### src/hdl/dtc_pkg.sv
// Purpose: Shared constants of the dual timer/counter block.
// Assumes: 8-bit register port, one system clock.
// Notes:   Offsets are register port addresses.
//
// Function
// - Split mode: first low byte independent 8-bit
// - Split high byte: system clock, second run
// - Split: second timer never sets its flag
// - Split: second timer system clock, no gate
// - Split: second timer runs unless mode 3
// - Flags set on overflow; written one interrupts
// - Run bits start and stop timers
// - Gate bit needs external pin high
// - Source select: system clock or pin
// - Mode field picks 13, 16, reload, split
// - All registers clear on reset
// - Prescale select: divide by twelve or not
// - Toggle enable drives pin, inverts on overflow; logic does so only in timer operation
// - Counter mode counts pin falling edges
// - Reload low byte from high byte
// - Run bit never clears the count
package dtc_pkg;
	// Register port addresses
	localparam logic [7:0] ADDR_CTRL = 8'h88;
	localparam logic [7:0] ADDR_MODE = 8'h89;
	localparam logic [7:0] ADDR_TL0  = 8'h8a;
	localparam logic [7:0] ADDR_TL1  = 8'h8b;
	localparam logic [7:0] ADDR_TH0  = 8'h8c;
	localparam logic [7:0] ADDR_TH1  = 8'h8d;
	localparam logic [7:0] ADDR_PTC  = 8'hce;
	localparam logic [7:0] ADDR_STS  = 8'hd0;
	localparam logic [7:0] ADDR_MSK  = 8'hd1;
	// Control register bits
	localparam int CT_TF1 = 7;
	localparam int CT_TR1 = 6;
	localparam int CT_TF0 = 5;
	localparam int CT_TR0 = 4;
	// Mode register bits
	localparam int MD_SECOND_GATE_BIT = 7;
	localparam int MD_SRC1  = 6;
	localparam int MD_M1_HI = 5;
	localparam int MD_M1_LO = 4;
	localparam int MD_FIRST_GATE_BIT = 3;
	localparam int MD_SRC0  = 2;
	localparam int MD_M0_HI = 1;
	localparam int MD_M0_LO = 0;
	// Prescale/toggle bits
	localparam int PT_PRE1 = 3;
	localparam int PT_PRE0 = 2;
	localparam int PT_TOG1 = 1;
	localparam int PT_TOG0 = 0;
	localparam int PT_W    = 4;
	// Interrupt status bits
	localparam int ST_OVF0 = 0;
	localparam int ST_OVF1 = 1;
	localparam int ST_W    = 2;
	// Timer modes
	typedef enum logic [1:0] {
		DTC_M13    = 2'h0,
		DTC_M16    = 2'h1,
		DTC_RELOAD = 2'h2,
		DTC_SPLIT  = 2'h3
	} dtc_mode_t;
	// Values
	localparam logic [7:0] BYTE_ZERO = 8'h00;
	localparam logic [7:0] BYTE_MAX  = 8'hff;
	localparam logic [7:0] BYTE_ONE  = 8'h01;
	localparam logic       PIN_IDLE  = 1'b1;
	localparam int         PRESCALE_DIV = 12;
endpackage

### src/hdl/dtc_tick_if.sv
// Purpose: Carries the divided clock tick between block modules.
// Assumes: Tick is a one-cycle pulse, already gated by clock enable.
// Notes:   Source is the prescaler, sink is the timer core.
`timescale 1ns/1ps
interface dtc_tick_if;
	logic tick;     // Divided clock pulse
	modport src (output tick);
	modport snk (input tick);
endinterface

### src/hdl/dtc_edge.sv
// Purpose: Falling-edge detector for a timer count pin.
// Assumes: Pin is synchronous to clk.
// Notes:   Idle level is high so a low pin at reset counts once.
`timescale 1ns/1ps
module dtc_edge (
	input  wire logic clk,
	input  wire logic rstn,
	input  wire logic ce,
	input  wire logic level,
	output logic      fall
);
	logic prev_q;  // Level seen on the last enabled cycle

	// High-to-low between two enabled samples
	assign fall = ce && prev_q && !level;

	// Sample only while enabled so a freeze holds the edge state
	always_ff @(posedge clk) begin
		if (!rstn) begin
			prev_q <= dtc_pkg::PIN_IDLE;
		end else if (ce) begin
			prev_q <= level;
		end
	end
endmodule

### src/hdl/dtc_prescale.sv
// Purpose: Free divider giving one tick every DIV enabled cycles.
// Assumes: Shared by both timers; each timer picks it or not.
// Notes:   Counter is frozen while ce is low.
`timescale 1ns/1ps
module dtc_prescale #(
	parameter int DIV = dtc_pkg::PRESCALE_DIV
) (
	input wire logic clk,
	input wire logic rstn,
	input wire logic ce,
	dtc_tick_if.src  tk
);
	localparam int CW = $clog2(DIV);
	localparam logic [CW-1:0] LAST = CW'(DIV - 1);
	localparam logic [CW-1:0] ONE  = CW'(1);

	generate
		if (DIV < 2) begin : g_chk
			$error("dtc_prescale: DIV must be at least two");
		end
	endgenerate

	logic [CW-1:0] cnt_q;  // Cycle position within one period

	// Tick only on an enabled cycle so a frozen block sees none
	assign tk.tick = ce && (cnt_q == LAST);

	// Wraps at LAST; cleared by reset
	always_ff @(posedge clk) begin
		if (!rstn) begin
			cnt_q <= '0;
		end else if (ce) begin
			cnt_q <= (cnt_q == LAST) ? '0 : cnt_q + ONE;
		end
	end
endmodule

### src/hdl/dtc_top.sv
// Purpose: Two 16-bit timer/counters with first-timer split mode.
// Assumes: Register port with read data one cycle after strobe.
// Notes:   Software write of a count byte wins over counting.
`timescale 1ns/1ps
module dtc_top #(
	parameter int DIV = dtc_pkg::PRESCALE_DIV
) (
	input  wire logic       clk,
	input  wire logic       rstn,
	input  wire logic       ce,
	input  wire logic [7:0] reg_addr,
	input  wire logic [7:0] reg_wdata,
	input  wire logic       reg_wr,
	input  wire logic       reg_rd,
	output logic [7:0]      reg_rdata,
	input  wire logic       first_timer_pin,
	output logic            first_pin_drive,
	output logic            first_pin_drive_en,
	input  wire logic       second_timer_pin,
	output logic            second_pin_drive,
	output logic            second_pin_drive_en,
	output logic            second_pin_pullup_en,
	input  wire logic [1:0] external_interrupt_pin,
	output logic [1:0]      external_request_flag,
	output logic [1:0]      external_trigger_select,
	output logic            first_timer_irq,
	output logic            second_timer_irq,
	output logic            baud_tick,
	output logic            irq
);
	generate
		if (DIV < 2) begin : g_chk
			$error("dtc_top: DIV must be at least two");
		end
	endgenerate

	logic [7:0] ctrl_q;      // Control register
	logic [7:0] mode_q;      // Mode register
	logic [7:0] tl0_q;       // First count low
	logic [7:0] th0_q;       // First count high
	logic [7:0] tl1_q;       // Second count low
	logic [7:0] th1_q;       // Second count high
	logic [3:0] ptc_q;       // Prescale/toggle bits
	logic [1:0] sts_q;       // Sticky overflow events
	logic [1:0] msk_q;       // Interrupt mask
	logic [7:0] rdata_q;     // Read data register
	logic       pin0_q;      // First pin toggle level
	logic       pin1_q;      // Second pin toggle level
	logic       baud_q;      // Registered baud pulse

	// Shared divide-by-DIV tick
	dtc_tick_if u_tick ();
	dtc_prescale #(.DIV(DIV)) u_pre (
		.clk  (clk),
		.rstn (rstn),
		.ce   (ce),
		.tk   (u_tick.src)
	);

	logic fall0;  // First pin falling edge
	logic fall1;  // Second pin falling edge
	dtc_edge u_edge0 (
		.clk   (clk),
		.rstn  (rstn),
		.ce    (ce),
		.level (first_timer_pin),
		.fall  (fall0)
	);
	dtc_edge u_edge1 (
		.clk   (clk),
		.rstn  (rstn),
		.ce    (ce),
		.level (second_timer_pin),
		.fall  (fall1)
	);

	// Address decode
	logic wr_ctrl, wr_mode, wr_tl0, wr_th0, wr_tl1, wr_th1, wr_ptc;
	logic wr_msk, rd_sts;
	always_comb begin
		wr_ctrl = 1'b0;
		wr_mode = 1'b0;
		wr_tl0  = 1'b0;
		wr_th0  = 1'b0;
		wr_tl1  = 1'b0;
		wr_th1  = 1'b0;
		wr_ptc  = 1'b0;
		wr_msk  = 1'b0;
		if (reg_addr == dtc_pkg::ADDR_CTRL) begin
			wr_ctrl = reg_wr;
		end else if (reg_addr == dtc_pkg::ADDR_MODE) begin
			wr_mode = reg_wr;
		end else if (reg_addr == dtc_pkg::ADDR_TL0) begin
			wr_tl0 = reg_wr;
		end else if (reg_addr == dtc_pkg::ADDR_TH0) begin
			wr_th0 = reg_wr;
		end else if (reg_addr == dtc_pkg::ADDR_TL1) begin
			wr_tl1 = reg_wr;
		end else if (reg_addr == dtc_pkg::ADDR_TH1) begin
			wr_th1 = reg_wr;
		end else if (reg_addr == dtc_pkg::ADDR_PTC) begin
			wr_ptc = reg_wr;
		end else if (reg_addr == dtc_pkg::ADDR_MSK) begin
			wr_msk = reg_wr;
		end
		// Unmapped writes are dropped
	end
	assign rd_sts = reg_rd && (reg_addr == dtc_pkg::ADDR_STS);

	// Field views
	logic      tr0, tr1, first_gate_bit, second_gate_bit, src0, src1, split;
	logic [1:0] m0, m1;
	assign tr0   = ctrl_q[dtc_pkg::CT_TR0];
	assign tr1   = ctrl_q[dtc_pkg::CT_TR1];
	assign first_gate_bit = mode_q[dtc_pkg::MD_FIRST_GATE_BIT];
	assign second_gate_bit = mode_q[dtc_pkg::MD_SECOND_GATE_BIT];
	assign src0  = mode_q[dtc_pkg::MD_SRC0];
	assign src1  = mode_q[dtc_pkg::MD_SRC1];
	assign m0    = mode_q[dtc_pkg::MD_M0_HI:dtc_pkg::MD_M0_LO];
	assign m1    = mode_q[dtc_pkg::MD_M1_HI:dtc_pkg::MD_M1_LO];
	assign split = (m0 == dtc_pkg::DTC_SPLIT);

	// One increment of a count pair; returns {overflow, high, low}
	function automatic logic [16:0] step(input logic [1:0] m,
		input logic [7:0] lo, input logic [7:0] hi);
		logic [13:0] s13;
		logic [16:0] s16;
		logic [8:0]  s8;
		s13 = {1'b0, hi, lo[4:0]} + 14'h0001;
		s16 = {1'b0, hi, lo} + 17'h00001;
		s8  = {1'b0, lo} + 9'h001;
		case (m)
			// Low bits 7..5 are left alone
			dtc_pkg::DTC_M13: begin
				step = {s13[13], s13[12:5], lo[7:5], s13[4:0]};
			end
			dtc_pkg::DTC_M16: begin
				step = s16;
			end
			// Wrap past the top reloads from high, high kept
			dtc_pkg::DTC_RELOAD: begin
				step = {s8[8], hi, s8[8] ? hi : s8[7:0]};
			end
			// Low byte alone, high untouched
			default: begin
				step = {s8[8], hi, s8[7:0]};
			end
		endcase
	endfunction

	// Clock source per timer: undivided or the divided tick
	logic tick0, tick1;
	assign tick0 = ce && (ptc_q[dtc_pkg::PT_PRE0] || u_tick.snk.tick);
	assign tick1 = ce && (ptc_q[dtc_pkg::PT_PRE1] || u_tick.snk.tick);

	// First timer enable and increment
	logic run0, inc0, ovf0;
	logic [16:0] nx0;
	assign run0 = tr0 && (!first_gate_bit || external_interrupt_pin[0]);
	assign inc0 = run0 && (src0 ? fall0 : tick0);
	assign nx0  = step(m0, tl0_q, th0_q);
	assign ovf0 = inc0 && nx0[16];

	// Split high byte: system clock only, run by second run bit
	logic inc_h, ovf_h;
	assign inc_h = split && tr1 && tick0;
	assign ovf_h = inc_h && (th0_q == dtc_pkg::BYTE_MAX);

	// Second timer; in split it ignores gate, pin and run bit
	logic run1, inc1, ovf1;
	logic [16:0] nx1;
	always_comb begin
		if (split) begin
			run1 = (m1 != dtc_pkg::DTC_SPLIT);
		end else begin
			// Mode 3, like a clear run bit or a low gated pin, holds the second timer
			run1 = tr1 && (!second_gate_bit || external_interrupt_pin[1]) &&
				(m1 != dtc_pkg::DTC_SPLIT);
		end
	end
	assign inc1 = run1 && ((src1 && !split) ? fall1 : tick1);
	assign nx1  = step(m1, tl1_q, th1_q);
	assign ovf1 = inc1 && nx1[16];

	// Flag set events; split hides the second timer's own overflow
	logic set0, set1;
	assign set0 = ovf0;
	assign set1 = ovf_h || (ovf1 && !split);

	// Control register: set by hardware wins over software clear
	always_ff @(posedge clk) begin
		if (!rstn) begin
			ctrl_q <= dtc_pkg::BYTE_ZERO;
		end else if (ce) begin
			if (wr_ctrl) begin
				ctrl_q <= reg_wdata;
			end
			if (set0) begin
				ctrl_q[dtc_pkg::CT_TF0] <= 1'b1;
			end
			if (set1) begin
				ctrl_q[dtc_pkg::CT_TF1] <= 1'b1;
			end
		end
	end

	// Mode and prescale/toggle registers
	always_ff @(posedge clk) begin
		if (!rstn) begin
			mode_q <= dtc_pkg::BYTE_ZERO;
			ptc_q  <= '0;
		end else if (ce) begin
			if (wr_mode) begin
				mode_q <= reg_wdata;
			end
			if (wr_ptc) begin
				ptc_q <= reg_wdata[dtc_pkg::PT_W-1:0];
			end
		end
	end

	// First count bytes; counts resume where they stopped
	always_ff @(posedge clk) begin
		if (!rstn) begin
			tl0_q <= dtc_pkg::BYTE_ZERO;
			th0_q <= dtc_pkg::BYTE_ZERO;
		end else if (ce) begin
			if (wr_tl0) begin
				tl0_q <= reg_wdata;
			end else if (inc0) begin
				tl0_q <= nx0[7:0];
			end
			if (wr_th0) begin
				th0_q <= reg_wdata;
			end else if (inc_h) begin
				th0_q <= th0_q + dtc_pkg::BYTE_ONE;
			end else if (inc0 && !split) begin
				th0_q <= nx0[15:8];
			end
		end
	end

	// Second count bytes; a port write here upsets baud timing
	always_ff @(posedge clk) begin
		if (!rstn) begin
			tl1_q <= dtc_pkg::BYTE_ZERO;
			th1_q <= dtc_pkg::BYTE_ZERO;
		end else if (ce) begin
			if (wr_tl1) begin
				tl1_q <= reg_wdata;
			end else if (inc1) begin
				tl1_q <= nx1[7:0];
			end
			if (wr_th1) begin
				th1_q <= reg_wdata;
			end else if (inc1) begin
				th1_q <= nx1[15:8];
			end
		end
	end

	// Toggle outputs: only while in timer operation
	logic tog0, tog1;
	assign tog0 = ptc_q[dtc_pkg::PT_TOG0] && !src0;
	assign tog1 = ptc_q[dtc_pkg::PT_TOG1] && (!src1 || split);
	always_ff @(posedge clk) begin
		if (!rstn) begin
			pin0_q <= 1'b0;
			pin1_q <= 1'b0;
		end else if (ce) begin
			if (tog0 && ovf0) begin
				pin0_q <= !pin0_q;
			end
			if (tog1 && ovf1) begin
				pin1_q <= !pin1_q;
			end
		end
	end

	// Baud pulse survives split mode, unlike the flag
	always_ff @(posedge clk) begin
		if (!rstn) begin
			baud_q <= 1'b0;
		end else if (ce) begin
			baud_q <= ovf1;
		end
	end

	// Sticky status: an event in the read cycle is kept
	always_ff @(posedge clk) begin
		if (!rstn) begin
			sts_q <= '0;
			msk_q <= '0;
		end else if (ce) begin
			if (rd_sts) begin
				sts_q <= '0;
			end
			if (set0) begin
				sts_q[dtc_pkg::ST_OVF0] <= 1'b1;
			end
			if (set1) begin
				sts_q[dtc_pkg::ST_OVF1] <= 1'b1;
			end
			if (wr_msk) begin
				msk_q <= reg_wdata[dtc_pkg::ST_W-1:0];
			end
		end
	end

	// Read data: valid only in the cycle after the strobe
	always_ff @(posedge clk) begin
		if (!rstn) begin
			rdata_q <= dtc_pkg::BYTE_ZERO;
		end else if (ce) begin
			if (!reg_rd) begin
				rdata_q <= dtc_pkg::BYTE_ZERO;
			end else if (reg_addr == dtc_pkg::ADDR_CTRL) begin
				rdata_q <= ctrl_q;
			end else if (reg_addr == dtc_pkg::ADDR_MODE) begin
				rdata_q <= mode_q;
			end else if (reg_addr == dtc_pkg::ADDR_TL0) begin
				rdata_q <= tl0_q;
			end else if (reg_addr == dtc_pkg::ADDR_TH0) begin
				rdata_q <= th0_q;
			end else if (reg_addr == dtc_pkg::ADDR_TL1) begin
				rdata_q <= tl1_q;
			end else if (reg_addr == dtc_pkg::ADDR_TH1) begin
				rdata_q <= th1_q;
			end else if (reg_addr == dtc_pkg::ADDR_PTC) begin
				rdata_q <= {4'h0, ptc_q};
			end else if (reg_addr == dtc_pkg::ADDR_STS) begin
				rdata_q <= {6'h00, sts_q};
			end else if (reg_addr == dtc_pkg::ADDR_MSK) begin
				rdata_q <= {6'h00, msk_q};
			end else begin
				rdata_q <= dtc_pkg::BYTE_ZERO;  // Unmapped reads zero
			end
		end
	end

	// Outputs
	assign reg_rdata            = rdata_q;
	assign first_pin_drive      = pin0_q;
	assign first_pin_drive_en   = tog0;
	assign second_pin_drive     = pin1_q;
	assign second_pin_drive_en  = tog1;
	assign second_pin_pullup_en = !split;
	assign external_request_flag   = {ctrl_q[3], ctrl_q[1]};
	assign external_trigger_select = {ctrl_q[2], ctrl_q[0]};
	// Flags are the timer interrupt requests, so a written one fires
	assign first_timer_irq  = ctrl_q[dtc_pkg::CT_TF0];
	assign second_timer_irq = ctrl_q[dtc_pkg::CT_TF1];
	assign baud_tick = baud_q;
	assign irq       = |(sts_q & msk_q);

	// Checks
	property p_split_high;
		@(posedge clk) disable iff (!rstn)
		(inc_h && !wr_th0) |=> (th0_q == $past(th0_q) + dtc_pkg::BYTE_ONE);
	endproperty
	a_split_high: assert property (p_split_high)
		else $error("split high byte did not step");

	property p_split_noflag;
		@(posedge clk) disable iff (!rstn)
		(ce && split && !ovf_h && !wr_ctrl && !second_timer_irq)
		|=> !second_timer_irq;
	endproperty
	a_split_noflag: assert property (p_split_noflag)
		else $error("second flag set during split");

	property p_split_stop;
		@(posedge clk) disable iff (!rstn)
		(split && m1 == dtc_pkg::DTC_SPLIT && !wr_tl1) |=> $stable(tl1_q);
	endproperty
	a_split_stop: assert property (p_split_stop)
		else $error("second timer ran in mode 3");

	property p_run_stop;
		@(posedge clk) disable iff (!rstn)
		(!tr0 && !wr_tl0) |=> $stable(tl0_q);
	endproperty
	a_run_stop: assert property (p_run_stop)
		else $error("first timer counted while stopped");

	property p_gate;
		@(posedge clk) disable iff (!rstn)
		(first_gate_bit && !external_interrupt_pin[0] && !wr_tl0) |=> $stable(tl0_q);
	endproperty
	a_gate: assert property (p_gate)
		else $error("gated timer counted with pin low");

	property p_reload;
		@(posedge clk) disable iff (!rstn)
		(ovf0 && m0 == dtc_pkg::DTC_RELOAD && !wr_tl0)
		|=> (tl0_q == $past(th0_q)) && first_timer_irq;
	endproperty
	a_reload: assert property (p_reload)
		else $error("reload or flag missing");

	property p_flag_set;
		@(posedge clk) disable iff (!rstn)
		ovf0 |=> first_timer_irq ##1 (first_timer_irq || $past(wr_ctrl));
	endproperty
	a_flag_set: assert property (p_flag_set)
		else $error("first flag not set on overflow");

	property p_toggle;
		@(posedge clk) disable iff (!rstn)
		(tog0 && ovf0) |=> (first_pin_drive != $past(first_pin_drive));
	endproperty
	a_toggle: assert property (p_toggle)
		else $error("first pin did not toggle");

	property p_read;
		@(posedge clk) disable iff (!rstn)
		(ce && reg_rd && reg_addr == dtc_pkg::ADDR_MODE)
		|=> (reg_rdata == $past(mode_q)) ##1 (reg_rdata == 8'h00 ||
		$past(reg_rd));
	endproperty
	a_read: assert property (p_read)
		else $error("mode read data wrong");
endmodule

### config.mk
export PLATFORM = sky130hd
export DESIGN_NAME = dtc_top
export DESIGN_NICKNAME = d
export VERILOG_FILES = /design/src/hdl/dtc_pkg.sv /design/src/hdl/dtc_tick_if.sv /design/src/hdl/dtc_edge.sv /design/src/hdl/dtc_prescale.sv /design/src/hdl/dtc_top.sv
export SDC_FILE = /design/constraint.sdc
export NUM_CORES = 1
export LEC_CHECK = 0
export BUFFER_PORTS_ARGS = -buffer_cell sky130_fd_sc_hd__buf_2
export CAP_MARGIN = 20
export CORE_MARGIN = 5
export CORE_UTILIZATION = 55
export DETAILED_ROUTE_END_ITERATION = 7
export GPL_TIMING_DRIVEN = 0
export PLACE_DENSITY_LB_ADDON = 0.12
export SLEW_MARGIN = 10
export SYNTH_ARGS = -nofsm -noshare
export SYNTH_HDL_FRONTEND = slang
export SYNTH_SLANG_ARGS = --single-unit
### constraint.sdc
create_clock -name clk -period 2.8 [get_ports clk]
set_clock_uncertainty 0.05 [all_clocks]
set_input_delay 0.28 -clock clk [delete_from_list [all_inputs] [get_ports clk]]
set_output_delay 0.28 -clock clk [all_outputs]
set_load 0.005 [all_outputs]
==> impl_metrics.py, run 1 <==
metrics = {
    "status": {
        "run_status": "complete, no violations",
    },
    "logic_synthesis": {
        "ys_async_sr_fraction_pct": 0,
        "synth_seq_cells": 73,
        "synthCells": 669,
        "seq_area_frac_synth_pct": 28.2,
        "syn_avg_cell_area_sq_um": 7.75,
        "ys.flop_type": "dfxtp_1",
        "syn_area_sq_mm": 0.00519,
        "yosys_warnings": 0,
        "synth_cell_types": 75,
        "syn_nets": 698,
        "synth-edff-count": 0,
    },
    "timing": {
        "min_period_over_period_pct": 97.5,
        "timing.final.ws_setup_ns": 0.0696,
        "tns_ns": 0,
        "fmax_mhz": 366,
        "setup_viol": 0,
        "hold_viol_final": 0,
        "rsz0062_at_grt": "false",
        "worst_pin_slew_ns": 0.771,
        "slew_viol_final": 0,
        "relSlewSlack_pct": 48.6,
        "hold_ws_ns": 0.0923,
        "min_period_ns": 2.73,
    },
    "setup_path": {
        "start_kind": "flop",
        "setup.worst_path.start": "mode_q[1]$_SDFFE_PN0P_",
        "reg2reg_from": "mode_q[1]$_SDFFE_PN0P_",
        "reg2reg_slack_ns": 0.07,
        "arrival_ns": 2.94,
        "crit_required_ns": 3.01,
        "worstPathMaxFanout": 10,
        "worst-setup-path-type": "flop to flop",
        "worstSetupEndpointType": "flop",
    },
    "drt": {
        "vias": 5647,
        "first_pass_iters": 7,
        "drtIter0Drc": 544,
        "drt_wl_total_microns": 19000,
        "drc": 0,
        "ant_nets": 0,
        "via_per_inst": 6.74,
        "wl_per_cell_microns": 22.7,
    },
    "die": {
        "die_w_microns": 107,
        "core_sq_mm": 0.00920,
        "die-area_sq_mm": 0.0115,
        "die_h_microns": 107,
        "start_util_pct": 56.4,
        "top_level_ports": 46,
        "rows": 35,
    },
    "global_route": {
        "overflow": 0,
        "grt_pass1_wl_microns": 29500,
        "grt_usage_pct": 33.3,
        "antenna_found_initial": 1,
        "grt_pass1_vias": 5490,
        "grt_max_degree": 15,
    },
    "clock_network": {
        "cts_buffers": 9,
        "worst_skew_pair.late_latency_ns": 0.36,
        "cts_resized": 1,
        "cts_buffer_depth": 2,
        "cts_setup_buffers": 0,
        "clock-sinks": 73,
        "clockRootBuffer": "clkbuf_8",
        "cts_tree": "done",
        "cts_htree_levels": 3,
        "hold_buffers": 0,
        "cts.clk_slew.worst_paths_ns": 0.09,
    },
    "cells_and_area": {
        "antenna_cells": 0,
        "fin_cells": 838,
        "area_growth_pct": 11.2,
        "drive_gt1_share_pct": 13.1,
        "layout.nets": 751,
        "fillers": 865,
        "design_area_sq_mm": 0.00577,
        "multi_input_area_sq_mm": 0.00346,
        "fin_util_pct": 62.7,
        "seq_area_sq_mm": 0.00146,
    },
    "placed_design": {
        "port_buffers": 42,
        "dp.final_hpwl_microns": 14000,
        "finalWeightedCongestion": 1.06,
        "dp_slack_ns": 0.0393,
        "place_inst": 822,
        "placed_cell_area_sq_mm": 0.00554,
    },
    "min_path": {
        "hold_path.startpoint": "first_timer_pin",
        "hp-class": "input port to flop",
    },
    "job": {
        "maxCapViolCount": 0,
    },
    "power": {
        "p_total_mw": 2.18,
        "p_leak_nw": 2.11,
        "power_density_mw_per_mm2": 378,
        "ir_drop_mv": 0.250,
    },
}
## final timing paths
| path | endpoint | cells after the start |
|---|---|---|
| worst min register to register | reg_rdata[3]$_SDFFE_PN0P_ | 2 |
| worst max register to register | th0_q[6]$_SDFFE_PN0P_ | 7 |
| worst max-delay path | th0_q[6]$_SDFFE_PN0P_ | 7 |
| worst min-delay path | u_edge0.prev_q$_SDFFE_PN1P_ | 3 |
## kinds of logic (layout without fill, tap and decap cells)
| group | Yosys count | after routing | share of synthesized area [%] |
|---|---|---|---|
| and+or+nand+nor | 259 | 259 | 27.1 |
| adders and majority gates | 4 | 4 | 0.965 |
| muxes | 42 | 42 | 8.23 |
| buffers and inverters | 64 | 122 | 5.19 |
| DFF | 73 | 73 | 28.2 |
| AOI/OAI and AO/OA | 204 | 204 | 26.5 |
| xor gates and xnor gates | 23 | 23 | 3.88 |
## Yosys cell counts (all sizes together) (4+ instances only)
master | instances | area, sq um
mux2i | 37 | 370
and2 | 5 | 31.3
o22ai | 6 | 37.5
o21ai | 53 | 265
o221ai | 6 | 52.6
mux2 | 5 | 56.3
dfxtp | 73 | 1460
nor2 | 45 | 174
xor2 | 7 | 61.3
clkbuf | 37 | 139
a21boi | 12 | 90.1
o211ai | 9 | 72.6
o21a | 7 | 52.6
nand2 | 72 | 270
a31oi | 11 | 68.8
o2111ai | 4 | 35.0
and4 | 4 | 35.0
nand3 | 26 | 130
nor4 | 9 | 114
xnor2 | 16 | 140
inv | 13 | 48.8
nand4 | 11 | 83.8
a221oi | 7 | 61.3
a21oi | 34 | 170
and3 | 5 | 31.3
a22oi | 7 | 52.6
nand2b | 9 | 56.3
o31ai | 4 | 30.0
ha | 4 | 50.1
nor3 | 21 | 110
buf | 14 | 81.3
nor2b | 31 | 194
a211oi | 9 | 67.6
nand3b | 4 | 30.0
a22o | 5 | 43.8
o2bb2ai | 4 | 35.0
## sequential cells by signal, indices dropped and copies added, names as in the netlist
signal / flops
ctrl_q: 8
mode_q: 8
reg_rdata: 8
th0_q: 8
th1_q: 8
tl0_q: 8
tl1_q: 8
ptc_q: 4
u_pre.cnt_q: 4
msk_q: 2
sts_q: 2
baud_tick: 1
first_pin_drive: 1
second_pin_drive: 1
u_edge0.prev_q: 1
u_edge1.prev_q: 1
## report_power, final
part	total (mW)	internal, mW	switching (mW)
Combinational	0.171	0.0494	0.121
Sequential	1.05	1.04	0.00379
Clock	0.962	0.509	0.453
Total	2.18	1.60	0.578
## worst max-delay path, stage by stage (launching register included)
cell       delay (ns)
dfxtp_1          0.36
clkbuf_1         0.54
inv_1            0.31
o311ai_1         0.69
nor2b_1          0.14
a31oi_1          0.24
o2bb2ai_1        0.11
o21a_1           0.18
## area by class of cell
type,instances,share of cell area (%)
multi-input combinational,532,60.0
sequential,73,25.3
inverter,13,0.846
tap,111,2.41
clock buffer,9,2.15
clock inverter,7,1.78
timing repair buffer,42,3.64
buffer,51,3.84
## placed cells by master, fill, tap and decap left out, types with 10 or more instances in the layout
cell type,count
a21boi_0,11
nor2b_1,31
mux2i_1,37
nor2_1,43
dfxtp_1,73
clkbuf_1,36
nand4_1,10
a31oi_1,11
xnor2_1,16
o21ai_0,51
buf_2,47
inv_1,13
nand2_1,72
a21oi_1,34
nor3_1,20
nand3_1,26
## layer usage
metal | global-route usage (%) | vias to the layer above | wire length (microns)
met3 | 5.96 | 102 | 1600
met1 | 40.9 | 2633 | 7550
met2 | 54.8 | 322 | 8650
met4 | 18.8 | 2 | 1190
met5 | 0 | - | 14
li1 | - | 2588 | -
Power figures use the tool's default switching activity.
==> run 2: changes to the inputs <==
SYNTH_HIERARCHICAL = 1   (was not set)
clock period = 2.65 ns   (was 2.8 ns; I/O delays follow)
==> impl_metrics.py, run 2 <==
metrics = {
    "cells_and_area": {
        "multi_input_area_sq_mm": 0.00330,
        "seq_area_sq_mm": 0.00146,
        "final_cell_mix": "73 x dfxtp_1, 71 x nor2_1, 69 x nand2_1",
        "final_common_cell": "dfxtp_1",
        "fin_util_pct": 62.4,
        "drive_gt1_share_pct": 15.5,
        "fillers": 855,
        "antenna_cells": 0,
        "area_growth_pct": 12.6,
        "layout.nets": 735,
    },
    "setup_path": {
        "r2r-end": "first_pin_drive$_SDFFE_PN0P_",
        "reg2reg_slack_ns": 0.1,
        "start_kind": "flop",
        "cpPeakStageDelay_ns": 0.53,
        "worst-setup-path-type": "flop to flop",
        "worstPathCellList": "ha_1, and4_1, clkbuf_1, nand2_1, o32ai_2, nand3_1, xnor2_1, and2_1",
        "reg2reg_depth": 8,
        "arrival_ns": 2.77,
        "cp_slowest_cell": "dfxtp_1",
        "worstSetupEndpointType": "flop",
        "crit_required_ns": 2.87,
        "reg2reg_from": "th0_q[1]$_SDFFE_PN0P_",
        "worstPathMaxFanout": 7,
    },
    "placed_design": {
        "dp.final_hpwl_microns": 13300,
        "finalWeightedCongestion": 0.949,
        "port_buffers": 42,
        "dp_slack_ns": -0.00369,
    },
    "drt": {
        "drt_wl_total_microns": 18300,
        "wl_per_cell_microns": 22.2,
        "drtIter0Drc": 651,
        "first_pass_iters": 5,
        "drc": 0,
        "via_per_inst": 6.69,
        "vias": 5500,
        "ant_nets": 0,
    },
    "timing": {
        "relSlewSlack_pct": 30.5,
        "min_period_ns": 2.55,
        "fmax_mhz": 391,
        "hold_ws_ns": 0.0790,
        "min_period_over_period_pct": 96.4,
        "setup_viol": 0,
        "hold_viol_final": 0,
        "tns_ns": 0,
        "worst_pin_slew_ns": 1.04,
        "rsz0062_at_grt": "false",
        "timing.final.ws_setup_ns": 0.0956,
        "slew_viol_final": 0,
    },
    "global_route": {
        "grt_pass1_wl_microns": 28600,
        "grt_max_degree": 14,
        "overflow": 0,
        "antenna_found_initial": 0,
        "grt_usage_pct": 32.7,
        "grt_pass1_vias": 5253,
    },
    "die": {
        "start_util_pct": 55.4,
        "top_level_ports": 46,
        "core_sq_mm": 0.00911,
        "rows": 35,
        "die_w_microns": 106,
        "die-area_sq_mm": 0.0112,
        "die_h_microns": 106,
    },
    "logic_synthesis": {
        "synth_top_cells_by_count": "73 x dfxtp_1, 72 x nor2_1, 69 x nand2_1, 43 x a21oi_1, 41 x mux2i_1",
        "seq_area_frac_synth_pct": 29.0,
        "synth_top_area_share_pct": 29.0,
        "synth_top_area_cell": "dfxtp_1",
        "ys_async_sr_fraction_pct": 0,
        "syn_nets": 680,
        "synthTopCellsByArea": "dfxtp_1 29%, mux2i_1 8.1%, nor2_1 5.4%, nand2_1 5.1%, a21oi_1 4.3%",
        "synth-edff-count": 0,
        "synthCells": 651,
        "ys.flop_type": "dfxtp_1",
        "syn_area_sq_mm": 0.00504,
        "synth_seq_cells": 73,
        "synth_cell_types": 73,
        "synth.most_common_cell": "dfxtp_1",
        "yosys_warnings": 6,
        "syn_avg_cell_area_sq_um": 7.75,
    },
    "clock_network": {
        "cts.clk_slew.worst_paths_ns": 0.09,
        "worst_skew_pair.late_latency_ns": 0.36,
        "cts_buffers": 9,
        "cts_buffer_depth": 2,
        "cts_tree": "done",
        "clockRootBuffer": "clkbuf_8",
        "cts_htree_levels": 3,
        "clock-sinks": 73,
    },
    "status": {
        "run_status": "complete, no violations",
    },
    "min_path": {
        "hold_path.startpoint": "first_timer_pin",
        "hold_path_end": "u_edge0/prev_q$_SDFFE_PN1P_",
        "hp-class": "input port to flop",
        "whs_path_depth": 3,
    },
    "job": {
        "maxCapViolCount": 0,
    },
    "power": {
        "ir_drop_mv": 0.293,
        "p_leak_nw": 2.11,
        "power_density_mw_per_mm2": 423,
    },
}
-- run 2: cell count changes in the layout (fill, tap and decap cells not counted), sizes merged, moves of 5 or more --
cell / before / now
o22ai: 6 / 16
mux2: 5 / 0
nor3: 21 / 8
buf: 56 / 71
nor2: 45 / 75
a21boi: 12 / 0
nand3: 26 / 31
a21oi: 34 / 44
xor2: 7 / 13
nor2b: 31 / 5
clkbuf: 46 / 33
o21ai: 53 / 31
nor4: 9 / 3
-- run 2: metal layers --
metal | wire length [microns] | vias up | GRT usage, % | share of wire, %
met4 | 851 | 0 | 16.0 | 4.7
met3 | 1820 | 72 | 7.53 | 10
met1 | 7640 | 2585 | 43.7 | 42
met5 | 0 | - | 0 | 0
met2 | 7940 | 346 | 49.4 | 44
li1 | - | 2497 | - | -
-- run 2: logic make-up (layout without fill, tap and decap cells) --
logic type      after synthesis  in the layout  synth area share (%)
compound gates              182            182                  24.7
xor+xnor                     28             28                  4.86
fa+ha+maj                     4              4                 0.992
buf+inv                      65            125                  5.88
flops                        73             73                  29.0
mux                          41             41                  8.13
simple gates                258            258                  26.4
-- run 2: what timing repair did --
| item | 4_1_cts | 5_1_grt |
|---|---|---|
| setup buffers | 0 | 2 |
| hold buffers | 0 | 0 |
| endpoints found under the setup margin | 0 | 23 |
| gates resized for setup | 0 | 3 |
| endpoints found under the hold margin | 0 | 0 |
-- run 2: where the power goes --
group	switching [mW]	leakage [nW]	total [mW]	internal [mW]
Combinational	0.132	1.41	0.185	0.0529
Clock	0.480	0.117	1.11	0.632
Sequential	0.00454	0.589	1.11	1.10
Total	0.616	2.11	2.40	1.79
-- run 2: area by class of cell --
cell class,count,share of cell area [%]
clock inverters,6,2.03
inverters,15,0.991
plain buffers,50,4.23
repair buffers,44,4.18
flip-flops and latches,73,25.7
clock buffers,10,2.25
multi-input cells,513,58.2
well taps,111,2.44
-- run 2: critical path, delay by kind of cell (launching register included) --
kind                     cells  cell delay, ns
AO/OA/AOI/OAI                1            0.42
XOR/XNOR                     1            0.14
adder cells (fa/ha/maj)      1            0.36
buffers and inverters        1            0.25
flip-flops                   1            0.53
AND/OR/NAND/NOR              4            0.71
-- run 2: how the worst max path moves through the flow --
stage,startpoint,end,slack [ns]
detailed placement,ce,th1_q[3]$_SDFFE_PN0P_,-0.004
global placement,ce,th1_q[3]$_SDFFE_PN0P_,0.06
CTS,u_pre/cnt_q[0]$_SDFFE_PN0P_,th1_q[3]$_SDFFE_PN0P_,0.003
finish,th0_q[1]$_SDFFE_PN0P_,first_pin_drive$_SDFFE_PN0P_,0.1
floorplan,u_pre/cnt_q[0]$_SDFFE_PN0P_,tl1_q[6]$_SDFFE_PN0P_,0.62
global route,th0_q[1]$_SDFFE_PN0P_,first_pin_drive$_SDFFE_PN0P_,0.05
-- run 2: through the flow --
| step | instance area [sq um] | total power [mW] | instances |
|---|---|---|---|
| 5_1_grt | 5680 | 2.47 | 822 |
| 6_report | 5680 | 2.40 | 822 |
| 3_5_place_dp | 5390 | 1.31 | 804 |
| 2_1_floorplan | 5040 | 1.23 | 651 |
| 4_1_cts | 5640 | 2.39 | 820 |
| 3_3_place_gp | 5390 | 1.31 | 804 |
==> run 3: changes to the inputs <==
CTS_BUF_LIST = sky130_fd_sc_hd__clkbuf_16   (was not set)
==> impl_metrics.py, run 3 (synthesis gave the netlist of run 2 again) <==
metrics = {
    "status": {
        "run_status": "complete, no violations",
    },
    "drt": {
        "drt_wl_total_microns": 18300,
        "vias": 5479,
        "first_pass_iters": 5,
        "wl_met1_microns": 7690,
        "drc": 0,
        "wl_met3_microns": 1800,
        "met2WireLength_microns": 8020,
        "top_layer": "met4",
        "wl_per_cell_microns": 22.3,
        "via_per_inst": 6.67,
        "ant_nets": 0,
        "drtIter0Drc": 694,
    },
    "global_route": {
        "grt_pass1_vias": 5241,
        "grt_max_degree": 14,
        "grt_pass1_wl_microns": 28500,
        "grt_usage_pct": 32.8,
        "overflow": 0,
        "antenna_found_initial": 0,
    },
    "power": {
        "p_total_mw": 2.73,
        "power_density_mw_per_mm2": 473,
        "ir_drop_mv": 0.355,
        "p_leak_nw": 2.16,
    },
    "timing": {
        "rsz0062_at_grt": "false",
        "hold_viol_final": 0,
        "relSlewSlack_pct": 29.9,
        "worst_pin_slew_ns": 1.04,
        "tns_ns": 0,
        "min_period_ns": 2.54,
        "min_period_over_period_pct": 95.9,
        "setup_viol": 0,
        "fmax_mhz": 394,
        "slew_viol_final": 0,
    },
    "clock_network": {
        "cts_buffers": 9,
        "clock-sinks": 73,
        "worst_skew_pair.late_latency_ns": 0.34,
        "hold_buffers": 0,
        "cts.clk_slew.worst_paths_ns": 0.07,
        "clockRootBuffer": "clkbuf_16",
        "cts_htree_levels": 3,
        "cts_buffer_depth": 2,
        "cts_tree": "done",
    },
    "setup_path": {
        "crit_required_ns": 2.84,
        "cp_slowest_cell": "dfxtp_1",
        "worstPathMaxFanout": 7,
        "worst-setup-path-type": "flop to flop",
        "start_kind": "flop",
        "arrival_ns": 2.73,
        "worstSetupEndpointType": "flop",
        "crit_buf_inv": 1,
        "cpPeakStageDelay_ns": 0.50,
        "worstPathCellList": "ha_1, and4_1, clkbuf_1, nand2_1, o32ai_2, nand3_1, xnor2_1, and2_1",
        "cpLargestDelayFamily": "simple AND/OR/NAND/NOR gates",
    },
    "die": {
        "die_w_microns": 106,
        "top_level_ports": 46,
        "die-area_sq_mm": 0.0112,
        "core_sq_mm": 0.00911,
        "start_util_pct": 55.4,
        "rows": 35,
        "die_h_microns": 106,
    },
    "job": {
        "maxCapViolCount": 0,
    },
    "cells_and_area": {
        "drive_gt1_share_pct": 15.5,
        "fin_util_pct": 63.5,
        "layout.nets": 735,
        "final_common_cell": "dfxtp_1",
        "fillers": 843,
        "final_cell_mix": "73 x dfxtp_1, 71 x nor2_1, 69 x nand2_1",
        "area_growth_pct": 14.6,
        "antenna_cells": 0,
    },
    "placed_design": {
        "port_buffers": 42,
        "dp.final_hpwl_microns": 13300,
        "finalWeightedCongestion": 0.949,
    },
    "min_path": {
        "hp-class": "input port to flop",
    },
}
run 3: changes by cell type in the layout (fill, tap and decap cells not counted):
cell,previous run,this run
clkbuf_1,23,22
clkbuf_8,9,0
clkbuf_16,0,9
inv_1,13,14
run 3: where the power goes:
part	switching [mW]	total (mW)	internal, mW
combinational	0.134	0.187	0.0529
clock	0.517	1.44	0.922
sequential	0.00452	1.11	1.10
total	0.655	2.73	2.08
run 3: worst paths after layout:
kind,startpoint,cells past startpoint,endpoint,slack (ns)
setup / recovery,th0_q[1]$_SDFFE_PN0P_,8,first_pin_drive$_SDFFE_PN0P_,0.11
hold / removal,second_timer_pin,3,u_edge1/prev_q$_SDFFE_PN1P_,0.11
setup reg to reg,th0_q[1]$_SDFFE_PN0P_,8,first_pin_drive$_SDFFE_PN0P_,0.11
hold reg to reg,reg_rdata[5]$_SDFFE_PN0P_,2,reg_rdata[5]$_SDFFE_PN0P_,0.41
run 3: layout make-up:
class	count	area (sq um)	area share, %
multi-input cells	513	3300	57.1
flip-flops and latches	73	1460	25.3
plain buffers	50	240	4.15
repair buffers	44	238	4.11
clock buffers	9	225	3.89
well taps	111	139	2.40
clock inverters	7	119	2.06
inverters	15	56.3	0.974
run 3: tightest hold or removal path: stages:
cell     delay [ns]
buf_2          0.08
mux2i_1        0.06
nand2_1        0.06
run 3: what timing repair did:
item,4_1_cts,5_1_grt
setup endpoints to repair,0,23
setup buffers,0,2
hold endpoints to repair,0,0
gates resized for setup,0,3
run 3: routing by layer:
layer	GRT usage, %	vias to the layer above
met5	0	-
met4	16.8	0
met3	7.47	67
met2	49.4	328
met1	43.6	2578
li1	-	2506
run 3: per-stage QoR:
| step | hold slack (ns) | instances | worst slack, ns | instance area [sq um] |
|---|---|---|---|---|
| floorplan | 0.277 | 651 | 0.621 | 5040 |
| global placement | 0.396 | 804 | 0.0630 | 5390 |
| detailed placement | 0.395 | 804 | -0.00369 | 5390 |
| CTS | 0.108 | 820 | 0.00443 | 5740 |
| global route | 0.115 | 822 | 0.0529 | 5780 |
| finish | 0.105 | 822 | 0.110 | 5780 |
